$ cat src/core/timebase_defines.vh
// register map, field positions, reset values and tap indices of the periodic timebase
`ifndef TIMEBASE_DEFINES_VH
`define TIMEBASE_DEFINES_VH

// ----------------------------------------------------------------
// register byte offsets
// ----------------------------------------------------------------
`define TB_ADR_CONTROL   4'h0
`define TB_ADR_STATUS    4'h4
`define TB_ADR_MASK      4'h8
`define TB_ADR_COUNT     4'hc

// ----------------------------------------------------------------
// control register fields
// ----------------------------------------------------------------
`define TB_BIT_FLAG      7
`define TB_RATE_HI       6
`define TB_RATE_LO       4
`define TB_BIT_ACK       3
`define TB_BIT_IRQ_EN    2
`define TB_BIT_ON        1

// status and mask registers share one layout
`define TB_BIT_ROLLOVER  0

// ----------------------------------------------------------------
// reset values
// ----------------------------------------------------------------
`define TB_RST_RATE      3'h0
`define TB_RST_COUNT     15'h0000

// ----------------------------------------------------------------
// divider chain and tap stage per rate code
// ----------------------------------------------------------------
`define TB_STAGES        15
`define TB_TAP_32768     4'he
`define TB_TAP_8192      4'hc
`define TB_TAP_2048      4'ha
`define TB_TAP_128       4'h6
`define TB_TAP_64        4'h5
`define TB_TAP_32        4'h4
`define TB_TAP_16        4'h3
`define TB_TAP_8         4'h2

`endif

$ cat src/core/level_sync.v
// three-stage synchroniser with agreement filter and rising-edge pulse
module level_sync (
  input  wire clk_i,   // bus clock
  input  wire rst_i,   // synchronous reset, active high
  input  wire async_i, // level from another domain
  output reg  level_o, // filtered level
  output reg  rise_o   // one-cycle pulse on filtered rise
);

  reg meta;
  reg stage2;
  reg stage3;

  // ----------------------------------------------------------------
  // sampling chain
  // ----------------------------------------------------------------
  // the first flop only feeds the second; the filter looks at 2 and 3
  always @(posedge clk_i) begin
    if (rst_i) begin
      meta    <= 1'b0;
      stage2  <= 1'b0;
      stage3  <= 1'b0;
      level_o <= 1'b0;
      rise_o  <= 1'b0;
    end else begin
      meta   <= async_i;
      stage2 <= meta;
      stage3 <= stage2;
      rise_o <= 1'b0;
      // a change counts only once stages two and three agree
      if (stage2 == stage3) begin
        level_o <= stage2;
        rise_o  <= stage2 & ~level_o;
      end
    end
  end

endmodule // level_sync

$ cat src/core/periodic_timebase_interrupt.v
// periodic timebase interrupt generator with classic wishbone register access
//
// The Wishbone register port and the address map were decided locally.
`include "timebase_defines.vh"

module periodic_timebase_interrupt #(
  parameter ADR_W = 4                  // byte address width seen by the slave
) (
  input  wire        clk_i,            // bus clock, 250 MHz
  input  wire        rst_i,            // synchronous reset, active high
  input  wire        cyc_i,            // wishbone cycle
  input  wire        stb_i,            // wishbone strobe
  input  wire        we_i,             // wishbone write enable
  input  wire [3:0]  sel_i,            // wishbone byte selects
  input  wire [ADR_W-1:0] adr_i,       // wishbone byte address
  input  wire [31:0] dat_i,            // wishbone write data
  output reg  [31:0] dat_o,            // wishbone read data
  output reg         ack_o,            // wishbone acknowledge
  output reg         err_o,            // wishbone error, unmapped or blocked
  input  wire        crystal_clock_i,  // 32.768 kHz crystal, sampled
  input  wire        wait_mode_i,      // processor in wait mode
  input  wire        stop_mode_i,      // processor in stop mode
  input  wire        osc_run_in_stop_i,// oscillator allowed to run in stop
  output wire        irq_o             // level interrupt request
);

  // ----------------------------------------------------------------
  // state
  // ----------------------------------------------------------------
  reg  [`TB_STAGES-1:0] chain;         // divider chain
  reg  [2:0]            rate_select;
  reg                   timebase_on;
  reg                   rollover_irq_enable;
  reg                   rollover_flag;

  wire                  xtal_level;
  wire                  xtal_rise;
  reg  [`TB_STAGES-1:0] next_chain;
  reg                   rollover;
  reg                   chain_run;

  // ----------------------------------------------------------------
  // tap decode
  // ----------------------------------------------------------------
  // stage index whose rising edge marks a rollover for a rate code
  function [3:0] tap_of;
    input [2:0] code;
    begin
      case (code)
        3'h0:    tap_of = `TB_TAP_32768;
        3'h1:    tap_of = `TB_TAP_8192;
        3'h2:    tap_of = `TB_TAP_2048;
        3'h3:    tap_of = `TB_TAP_128;
        3'h4:    tap_of = `TB_TAP_64;
        3'h5:    tap_of = `TB_TAP_32;
        3'h6:    tap_of = `TB_TAP_16;
        3'h7:    tap_of = `TB_TAP_8;
        default: tap_of = `TB_TAP_32768;
      endcase
    end
  endfunction

  // ----------------------------------------------------------------
  // crystal clock crossing
  // ----------------------------------------------------------------
  // the crystal is far slower than the bus clock, so it is sampled as
  // a level and its filtered rising edge advances the chain
  level_sync u_xtal_sync (
    .clk_i   (clk_i),
    .rst_i   (rst_i),
    .async_i (crystal_clock_i),
    .level_o (xtal_level),
    .rise_o  (xtal_rise)
  );

  // ----------------------------------------------------------------
  // divider chain
  // ----------------------------------------------------------------
  // the chain is gated in stop mode unless the oscillator may run there
  always @* begin
    chain_run  = xtal_rise & (~stop_mode_i | osc_run_in_stop_i);
    next_chain = chain;
    rollover   = 1'b0;
    if (!timebase_on) begin
      next_chain = `TB_RST_COUNT;
    end else if (chain_run) begin
      next_chain = chain + 15'h0001;
      // a rising tap bit lands first at half the divider, then every
      // full divider, which gives the short first period
      rollover = next_chain[tap_of(rate_select)] &
                 ~chain[tap_of(rate_select)];
    end
  end

  always @(posedge clk_i) begin
    if (rst_i) begin
      chain <= `TB_RST_COUNT;
    end else begin
      chain <= next_chain;
    end
  end

  // ----------------------------------------------------------------
  // bus decode
  // ----------------------------------------------------------------
  wire       req        = cyc_i & stb_i;
  wire       low_power  = wait_mode_i | stop_mode_i;
  wire       hit_ctrl   = (adr_i == `TB_ADR_CONTROL);
  wire       hit_status = (adr_i == `TB_ADR_STATUS);
  wire       hit_mask   = (adr_i == `TB_ADR_MASK);
  wire       hit_count  = (adr_i == `TB_ADR_COUNT);
  wire       mapped     = hit_ctrl | hit_status | hit_mask | hit_count;
  // control access is refused while the processor sleeps
  wire       blocked    = hit_ctrl & low_power;
  wire       good       = mapped & ~blocked;
  // writes commit at the edge where the master samples ack
  wire       wr_commit  = req & we_i & ack_o & sel_i[0];
  wire [7:0] wbyte      = dat_i[7:0];

  wire       wr_ctrl    = wr_commit & hit_ctrl & ~low_power;
  wire       wr_status  = wr_commit & hit_status;
  wire       wr_mask    = wr_commit & hit_mask;

  // ----------------------------------------------------------------
  // control fields
  // ----------------------------------------------------------------
  // rate changes while running are accepted; software must avoid them
  always @(posedge clk_i) begin
    if (rst_i) begin
      timebase_on         <= 1'b0;
      rollover_irq_enable <= 1'b0;
      rate_select         <= `TB_RST_RATE;
    end else begin
      if (wr_ctrl) begin
        timebase_on         <= wbyte[`TB_BIT_ON];
        rollover_irq_enable <= wbyte[`TB_BIT_IRQ_EN];
        rate_select         <= wbyte[`TB_RATE_HI:`TB_RATE_LO];
      end else if (wr_mask) begin
        rollover_irq_enable <= wbyte[`TB_BIT_ROLLOVER];
      end
    end
  end

  // ----------------------------------------------------------------
  // rollover flag
  // ----------------------------------------------------------------
  // cleared by the acknowledge bit or a one to the status bit; a
  // rollover in the clearing cycle wins so no event is lost
  wire ack_clear = (wr_ctrl & wbyte[`TB_BIT_ACK]) |
                   (wr_status & wbyte[`TB_BIT_ROLLOVER]);

  always @(posedge clk_i) begin
    if (rst_i) begin
      rollover_flag <= 1'b0;
    end else if (rollover) begin
      rollover_flag <= 1'b1;
    end else if (ack_clear) begin
      rollover_flag <= 1'b0;
    end
  end

  assign irq_o = rollover_flag & rollover_irq_enable;

  // ----------------------------------------------------------------
  // read mux
  // ----------------------------------------------------------------
  reg [31:0] rdata;
  always @* begin
    rdata = 32'h0000_0000;
    if (hit_ctrl) begin
      rdata[`TB_BIT_FLAG]              = rollover_flag;
      rdata[`TB_RATE_HI:`TB_RATE_LO]   = rate_select;
      rdata[`TB_BIT_ACK]               = 1'b0;
      rdata[`TB_BIT_IRQ_EN]            = rollover_irq_enable;
      rdata[`TB_BIT_ON]                = timebase_on;
    end else if (hit_status) begin
      rdata[`TB_BIT_ROLLOVER]          = rollover_flag;
    end else if (hit_mask) begin
      rdata[`TB_BIT_ROLLOVER]          = rollover_irq_enable;
    end else if (hit_count) begin
      rdata[`TB_STAGES-1:0]            = chain;
    end
  end

  // ----------------------------------------------------------------
  // bus answer
  // ----------------------------------------------------------------
  // one wait state: answer one cycle after the request, drop after
  always @(posedge clk_i) begin
    if (rst_i) begin
      ack_o <= 1'b0;
      err_o <= 1'b0;
      dat_o <= 32'h0000_0000;
    end else begin
      ack_o <= req & good & ~ack_o & ~err_o;
      err_o <= req & ~good & ~ack_o & ~err_o;
      if (req & good & ~ack_o & ~err_o & ~we_i) begin
        dat_o <= rdata;
      end else begin
        dat_o <= 32'h0000_0000;
      end
    end
  end

endmodule // periodic_timebase_interrupt

$ cat config.mk
export PLATFORM = sky130hd
export DESIGN_NAME = periodic_timebase_interrupt
export DESIGN_NICKNAME = d
export VERILOG_FILES = /design/src/core/level_sync.v /design/src/core/periodic_timebase_interrupt.v
export VERILOG_INCLUDE_DIRS = /design/src /design/src/core
export SDC_FILE = /design/constraint.sdc
export NUM_CORES = 1
export LEC_CHECK = 0
export CORE_MARGIN = 2
export CORE_UTILIZATION = 56
export DETAILED_ROUTE_END_ITERATION = 8
export DONT_BUFFER_PORTS = 1
export PLACE_DENSITY_LB_ADDON = 0.08
export SETUP_SLACK_MARGIN = 0.5
export SLEW_MARGIN = 20
export SYNTH_ARGS = -nofsm -noshare
export SYNTH_HDL_FRONTEND = slang
export SYNTH_SLANG_ARGS = --single-unit
$ cat constraint.sdc
create_clock -name clk_i -period 2.19 [get_ports clk_i]
set_input_delay 0.219 -clock clk_i [delete_from_list [all_inputs] [get_ports clk_i]]
set_output_delay 0.219 -clock clk_i [all_outputs]
set_load 0.01 [all_outputs]
### After elaboration in Yosys (flattened, before gate mapping)

Memory sizes are Yosys's and may differ from the RTL's. A register that Yosys moved wholly into a read port is not among the register bits.
Index checks and enable logic that the tools add are counted.

| storage, ports and cells | value |
|---|---|
| memories kept | 2 |
| logic and storage cells | 99 |
| output and inout bits | 35 |
| bits of input ports | 49 |
| register bits | 60 |
| memory bits (read-only) | 64 |

| cells by class | value |
|---|---|
| $lt $le $gt $ge | 2 |
| equal/unequal tests | 4 |
| bitwise operators | 42 |
| add/subtract/negate cells | 1 |
| multiplexer cells | 24 |
| reduce and logical (&&, ||, !) cells | 8 |

Memories:

| memory | words | width | rd ports | clocked after Yosys merged registers in | wr ports | RTL line | text |
|---|---|---|---|---|---|---|---|
| (no name shown) | 8 | 4 | 1 | 1 | 0 | periodic_timebase_interrupt.v:49 | `case (code)` |
| (no name shown) | 8 | 4 | 1 | 1 | 0 | periodic_timebase_interrupt.v:49 |  |

Operators by type and width:

| cell | number |
|---|---|
| $and A1 B1 Y1 | 23 |
| $mux W7 | 3 |
| $mux W4 | 4 |
| $add A15 B1 Y15 const B | 1 |
| $not A1 Y1 | 13 |
| $mux W3 | 4 |
| $lt A4 B5 Y1 const B | 2 |
| $mux W1 | 10 |
| $bmux W1 S4 | 2 |
| $eq A4 B4 Y1 const B | 2 |
| $mux W8 | 1 |
| $or A1 B1 Y1 | 6 |
| $reduce_or A2 Y1 | 3 |
| $reduce_or A6 Y1 | 1 |
| $eq A4 B3 Y1 const B | 1 |
| $logic_not A4 Y1 | 1 |
| $reduce_bool A2 Y1 | 2 |
| $reduce_or A3 Y1 | 1 |
| $eq A1 B1 Y1 | 1 |

### Depth between registers and ports, before layout

Gate-level depths: netlist (run 1).

| depth | value |
|---|---|
| depth in word-level cells | 12 |
| mapped depth | 8 |
| gate-level depth less buffers | 7 |

### By module

From an unflattened synthesis (run 1), not the netlist that was laid out.

| second synthesis, totals | value |
|---|---|
| cell total of the unflattened synthesis | 254 |
| area total of the unflattened synthesis | 2235.9 sq um |

By module, submodules not included:

| module | area an instance (sq um) | cells each | times used | seq. area each (sq um) |
|---|---|---|---|---|
| periodic_timebase_interrupt | 2087.0 | 242 | 1 | 840.8 |
| level_sync | 148.9 | 12 | 1 | 100.1 |

### Worst setup path after synthesis (run 1)

OpenSTA, ideal clock, no wires.

| path | value |
|---|---|
| path type | reg2reg |
| start point | register chain[0] |
| end point | register rollover_flag |
| path slack | 0.106 ns |
| buffers on the path | 0 |
| period minus slack after synthesis | 2.084 ns |
| required time | 2.111 ns |
| arrival time | 2.006 ns |
| stages on the path, launching flop included | 7 |
| setup time | 0.079 ns |
| cell sequence | dfxtp_1 ha_1 or3b_2 a311o_1 a311o_1 o21bai_1 o221ai_2 |

| on the way | value |
|---|---|
| longest elaborated chain between the ends | 7 |
| elaborated cells between the ends (all ways) | 11 |
| those cells by class | add/sub: 1; mux: 7; bitwise: 2; reduce/logical: 1 |

Ends and longest elaborated chain:

| element | RTL line | text |
|---|---|---|
| start, declared | periodic_timebase_interrupt.v:30 | `` reg [`TB_STAGES-1:0] chain; `` |
| start signal, assigned | periodic_timebase_interrupt.v:97 | `` chain <= `TB_RST_COUNT; `` |
| start signal, assigned | periodic_timebase_interrupt.v:99 | `chain <= next_chain;` |
| $add A15 B1 Y15 / $bmux W1 S4 (equally long branches) | periodic_timebase_interrupt.v:87, periodic_timebase_interrupt.v:91 |  |
| $bmux W1 S4 / $mux W1 (equally long branches) | periodic_timebase_interrupt.v:90, periodic_timebase_interrupt.v:91 |  |
| $mux W1 (implied by the code) / $not A1 Y1 (equally long branches) | periodic_timebase_interrupt.v:90, periodic_timebase_interrupt.v:91 |  |
| $and A1 B1 Y1 (*) | periodic_timebase_interrupt.v:90 | `rollover = next_chain[tap_of(rate_select)] &` |
| $mux W1 (*) | periodic_timebase_interrupt.v:86 | `end else if (chain_run) begin` |
| $mux W1 (*) | periodic_timebase_interrupt.v:84 | `if (!timebase_on) begin` |
| $mux W1 / $reduce_bool A2 Y1 (equally long branches) | n/a |  |
| end signal, assigned | periodic_timebase_interrupt.v:154 | `rollover_flag <= 1'b0;` |
| end signal, assigned | periodic_timebase_interrupt.v:156 | `rollover_flag <= 1'b1;` |
| end signal, assigned | periodic_timebase_interrupt.v:158 | `rollover_flag <= 1'b0;` |
| end, declared | periodic_timebase_interrupt.v:34 | `reg rollover_flag;` |

Mark *: on every way between the ends. The rest lies on a longest branch, timed or not. The select of a mux whose other input is x is not followed.
A chain may end at the register's enable or synchronous reset.

### Worst setup path after layout (run 1)

Same ends and word-level chain as after synthesis.

==> qor.csv, run 1 <==
metric;value;unit
status;complete, no violations;
Max VDD drop;0.000451;V
fmax;506;MHz
FF+latch count, synth;47;
CTS sink count;47;
delay-heaviest family, CP;compound AO/OA/AOI/OAI gates;
share of cells above drive strength 1;0.256;
crit-path max FO;4;
top_reg_cell synth;dfxtp_1;
Final Slew Violations;0;
Slew Limit Headroom;0.576;
final-report hold violation count;0;
CTS tree;yes;
WL final;4860;um
initial antenna violation count;0;
grt met1 use;0.286;
CP Buf/Inv Count;0;
Fin Setup TNS;0;ps
crit path kind;reg -> reg;
DRT Pass-1 Iters;4;
WP data required;2420;ps
GRT Util Overall;0.228;
Unique masters post-synth;49;
antenna cells;0;
busiest layer in global routing;met2;
initial DRC count;134;
Post-synth EDFFs;0;
Die W;67.0;um
sequential area share after synthesis;0.424;
PortBufs;0;
core outline area;0.00374;mm^2
Hold Path Class;in -> reg;
Placed Instances;286;
Largest regs;chain: 15 flops, dat_o: 15 flops, rate_select: 3 flops;
gpl congestion;0.874;
Yosys warning total;0;
root buffer cell;clkbuf_8;
Starting Density;0.593;
Slew @ Worst Pin;629;ps
final non-filler cell total;310;
P_leak;0.000912;uW
Mapped Area;0.00222;mm^2
crit path DAT;2200;ps
Net count, final;311;
Syn-to-layout area delta;17.9;%
Syn Area/Cell;9.03;um^2
full die area;0.00449;mm^2
setup violators final;0;
Clock Skew;6.51;ps
met3 Usage GRT;0.0490;
crit end category;flip-flop;
final worst path period need;1980;ps
site row count;22;
Final period util;0.903;
pin count of the biggest net entering global routing;16;
unrepaired setup endpoints after global routing;true;
total of max-cap violations;0;
dpl hpwl;3160;um
Worst setup SP type;flip-flop;
CP most frequent cell;a311o_1;
vias in the first global route;1643;
Die Y;67.0;um
Avg Vias per Cell;5.59;
Synth Instances;246;
Ports;84;
H-tree levels;2;
DRC errors left;0;
Longest Clk Path Bufs;2;
DR vias;1734;
Clock Pin Slew Worst Setup and Hold Paths;90;ps
max incr delay on CP;410;ps
first-pass GRT wire length;7610;um
Antenna Nets Post-Route;0;
pwr dens;535;mW/mm^2
Clk Latency, worst-skew pair;300;ps
Crit-path slowest cell;or3b_1;
critical-path cell list;nand3_2, or3b_1, a311o_1, a311o_1, o21bai_1, o221ai_2;
total congestion overflow;0;
cts bufs inserted;5;
drt wl/cell;15.7;um
global-route track usage on met2;0.369;
ys async rst share;0;
path summary, 6_finish.rpt:
path / start / to / slack (ps) / cells past startpoint
setup / recovery: chain[0]$_SDFFE_PP0P_ / rollover_flag$_SDFFE_PP0P_ / 210 / 6
hold / removal: rst_i / flip-flop / 30 / 1
setup reg to reg: chain[0]$_SDFFE_PP0P_ / rollover_flag$_SDFFE_PP0P_ / 210 / 6
hold reg to reg: u_xtal_sync.meta$_SDFF_PP0_ / u_xtal_sync.stage2$_SDFF_PP0_ / 460 / 1
cells in the mapped netlist, drive strengths merged (7+ instances only):
cell type  number  area (um^2)
and2            7         43.8
buf            22          153
clkbuf          7         46.3
dfxtp          47          941
inv             8         30.0
mux2i           7         70.1
nand2          15         56.3
nand3           7         40.0
nor2           33          124
nor3            8         45.0
xnor2          11         96.3
xor2           10         87.6
where the power goes:
group / leakage, uW / internal, uW / switching, uW / total, uW
Sequential: 0.000384 / 851 / 2.79 / 854
Clock: 0.0000445 / 223 / 288 / 512
Combinational: 0.000483 / 10.4 / 26.3 / 36.7
Total: 0.000912 / 1080 / 318 / 1400
layout by cell type (no fill, tap or decap), drive strengths merged, types with 2 or more instances in the layout:
master and count:
mux2i 7, buf 19, a22o 6, clkbuf 5, dlygate4sd3 2, o22ai 2
nand4 6, xnor2 11, dfxtp 47, nand3b 2, o21ai 6, nand2 15
a21oi 5, and2 7, o31ai 2, nor4 5, o221ai 3, a311o 2
inv 9, or2b 2, nand4b 3, xor2 10, nand3 7, or3b 2
nor3 8, nor2 33, conb 17, nor2b 3
worst register-to-register path, stage by stage (launching register included):
cell      delay, ps
dfxtp_4         390
nand3_2          80
or3b_1          410
a311o_1         370
a311o_1         340
o21bai_1        170
o221ai_2        140
metrics by stage:
stage / util / cell area [um^2] / hold slack [ps] / setup slack, ps / power [uW]
6_report: 0.700 / 2620 / 26.4 / 213 / 1400
4_1_cts: 0.640 / 2400 / 5.26 / 255 / 1410
5_1_grt: 0.700 / 2620 / 16.3 / 139 / 1460
3_5_place_dp: 0.593 / 2220 / 293 / 221 / 902
3_3_place_gp: 0.593 / 2220 / 292 / 289 / 901
2_1_floorplan: - / 2330 / 298 / 364 / 927
repair_timing:
item | in CTS | in global routing
setup buffers | 5 | 9
hold buffers | 1 | 1
resized for setup | 10 | 32
pin swaps | 11 | 14
endpoints found under the setup margin | 21 | 23
hold endpoints to repair | 7 | 3
final cells by class:
cell class              instances  area, um^2
clock inverters                 3        18.8
flip-flops and latches         47         962
fillers                       296        1120
well taps                      48        60.1
clock buffers                   5        68.8
repair buffers                 21         178
inverters                       8        30.0
multi-input cells             178        1300
kinds of logic after synthesis:
group	after synthesis	share of synthesized area
flops	47	0.424
mux	9	0.0468
simple gates	98	0.229
compound gates	32	0.108
buf+inv	37	0.103
xor+xnor	21	0.0828
fa+ha+maj	1	0.00563
other cells	1	0.00169
layer usage:
metal / share of wire / vias up / wire length [um]
li1: - / 848 / -
met1: 0.43 / 823 / 2090
met2: 0.50 / 53 / 2450
met3: 0.049 / 10 / 238
met4: 0.017 / 0 / 85
met5: 0 / - / 0
No activity file was read; power rests on OpenSTA's default activity.
==> run 2, diff against run 1 <==
- REMOVE_ABC_BUFFERS: unset -> 1
==> run 2 against run 1 <==
Global-route usage up 0.87 points. Total power increased by 10%. Register-to-register slack worse by 20 ps. Design area shrank 0.24%. Die area is the same. Core utilization fell by 0.17 points. Sequential share of layout area fell by 0.15 points.
==> qor.csv, run 2 (synthesized netlist as in run 1, its figures left out) <==
metric;value;unit;change
Hold Path Class;in -> reg;;
crit end category;flip-flop;;
unrepaired setup endpoints after global routing;true;;
Final Slew Violations;0;;unchanged
initial DRC count;123;;-8.2%
critical-path cell list;ha_4, or3b_4, a311o_1, a311o_1, o21bai_4, o221ai_2;;
Fillers;276;;-6.8%
WL final;4950;um;+1.7%
total congestion overflow;0;;unchanged
DR vias;1770;;+2.1%
setup violators final;0;;unchanged
crit path DAT;2230;ps;+30 ps
met3 Usage GRT;0.0642;;+0.0152
final-report hold violation count;0;;unchanged
pin count of the biggest net entering global routing;17;;+1
GRT Util Overall;0.237;;+0.00873
WP data required;2420;ps;about the same
crit-path max FO;2;;-2
Die Y;67.0;um;unchanged
CTS sink count;47;;unchanged
DRT Pass-1 Iters;6;;+2
Fin Setup TNS;0;ps;unchanged
Min-Delay Path Depth;1;;unchanged
DRC errors left;0;;unchanged
total of max-cap violations;0;;unchanged
core outline area;0.00374;mm^2;unchanged
initial antenna violation count;0;;unchanged
first-pass GRT wire length;7990;um;+5.0%
CP most frequent cell;a311o_1;;
Largest regs;chain: 15 flops, dat_o: 15 flops, rate_select: 3 flops;;
Worst setup SP type;flip-flop;;
Starting Density;0.593;;unchanged
Crit-path slowest cell;a311o_1;;
dpl hpwl;3180;um;+0.44%
CTS tree;yes;;
worst reg2reg endpoint;rollover_flag$_SDFFE_PP0P_;;
launch point of the worst hold path;rst_i;;
full die area;0.00449;mm^2;unchanged
most frequent cells in the layout;dfxtp_1, nor2_1, conb_1;;
final worst path period need;2000;ps;+18.9 ps
Clock Pin Slew Worst Setup and Hold Paths;90;ps;about the same
delay-heaviest family, CP;compound AO/OA/AOI/OAI gates;;
Slew @ Worst Pin;575;ps;-54.0 ps
max incr delay on CP;390;ps;-20 ps
cts bufs inserted;5;;unchanged
r2r startpoint;chain[1]$_SDFFE_PP0P_;;
site row count;22;;unchanged
Max VDD drop;0.000363;V;-20%
Antenna Nets Post-Route;0;;unchanged
Reg2Reg Depth;6;;unchanged
Ports;84;;unchanged
busiest layer in global routing;met2;;
status;complete, no violations;;
Slew Limit Headroom;0.613;;+0.0364
pwr dens;591;mW/mm^2;+10%
gpl congestion;0.908;;+3.9%
grt met1 use;0.283;;-0.00270
antenna cells;0;;unchanged
Design Power;1540;uW;+10%
root buffer cell;clkbuf_8;;
crit path kind;reg -> reg;;
PortBufs;0;;unchanged
global-route track usage on met2;0.401;;+0.0325
CP Buf/Inv Count;0;;unchanged
H-tree levels;2;;unchanged
Clock Skew;4.67;ps;-1.84 ps
Die W;67.0;um;unchanged
Clk Latency, worst-skew pair;300;ps;about the same
leading cell type in the layout, fill and taps excluded;dfxtp_1;;
share of cells above drive strength 1;0.238;;-0.0173
P_leak;0.000931;uW;+2.1%
drt wl/cell;16.1;um;+2.3%
fmax;501;MHz;-0.95%
Syn-to-layout area delta;17.6;%;
Longest Clk Path Bufs;2;;unchanged
vias in the first global route;1761;;+7.2%
Net count, final;309;;-0.64%
Final period util;0.912;;+0.00863
Avg Vias per Cell;5.75;;+2.7%
r2r setup slk;190;ps;-20 ps
run 2: cell count changes in the layout (fill, tap and decap cells not counted), sizes merged:
cell | previous run | this run
buf | 19 | 17
clkinvlp | 1 | 0
bufinv | 0 | 1
run 2: area by class of cell:
type	instances	area (um^2)	area share
Timing Repair Buffer	19	163	0.0623
Sequential cell	47	956	0.366
Inverter	8	30.0	0.0115
Clock inverter	3	47.5	0.0182
Tap cell	48	60.1	0.0230
Multi-Input combinational cell	178	1290	0.493
Clock buffer	5	68.8	0.0263
run 2: per-stage QoR:
stage	cell area [um^2]	worst slack [ps]	utilization	hold slack, ps	instances
finish	2610	194	0.698	11.5	308
detailed placement	2190	82.7	0.584	293	287
global placement	2190	136	0.584	291	287
CTS	2460	234	0.658	1.78	304
global route	2610	154	0.698	0.386	308
floorplan	2080	106	-	288	233
run 2: power by group:
group / switching, uW / internal (uW) / total [uW]
sequential: 2.59 / 853 / 856
combinational: 25.1 / 10.7 / 35.8
clock: 307 / 346 / 653
run 2: per-layer routing:
| metal | wire length [um] | up-vias |
|---|---|---|
| li1 | - | 841 |
| met3 | 369 | 8 |
| met2 | 2470 | 93 |
| met5 | 0 | - |
| met1 | 2040 | 828 |
| met4 | 70 | 0 |
run 2: worst max-delay path by stage:
stage	startpoint	end	slack, ps	cells past startpoint
final	chain[1]$_SDFFE_PP0P_	rollover_flag$_SDFFE_PP0P_	190	6
after global routing	chain[1]$_SDFFE_PP0P_	rollover_flag$_SDFFE_PP0P_	150	7
after floorplan	chain[0]$_SDFFE_PP0P_	rollover_flag$_SDFFE_PP0P_	110	6
after CTS	chain[1]$_SDFFE_PP0P_	rollover_flag$_SDFFE_PP0P_	230	7
after detailed placement	chain[0]$_SDFFE_PP0P_	rollover_flag$_SDFFE_PP0P_	80	6
after global placement	chain[0]$_SDFFE_PP0P_	rollover_flag$_SDFFE_PP0P_	140	6
run 2: repair_timing:
action,4_1_cts,5_1_grt
hold buffers,1,1
pin swaps,15,12
gates resized for setup,23,25
endpoints found under the setup margin,23,25
hold endpoints to repair,7,3
buffers inserted,7,3
cloned,1,0
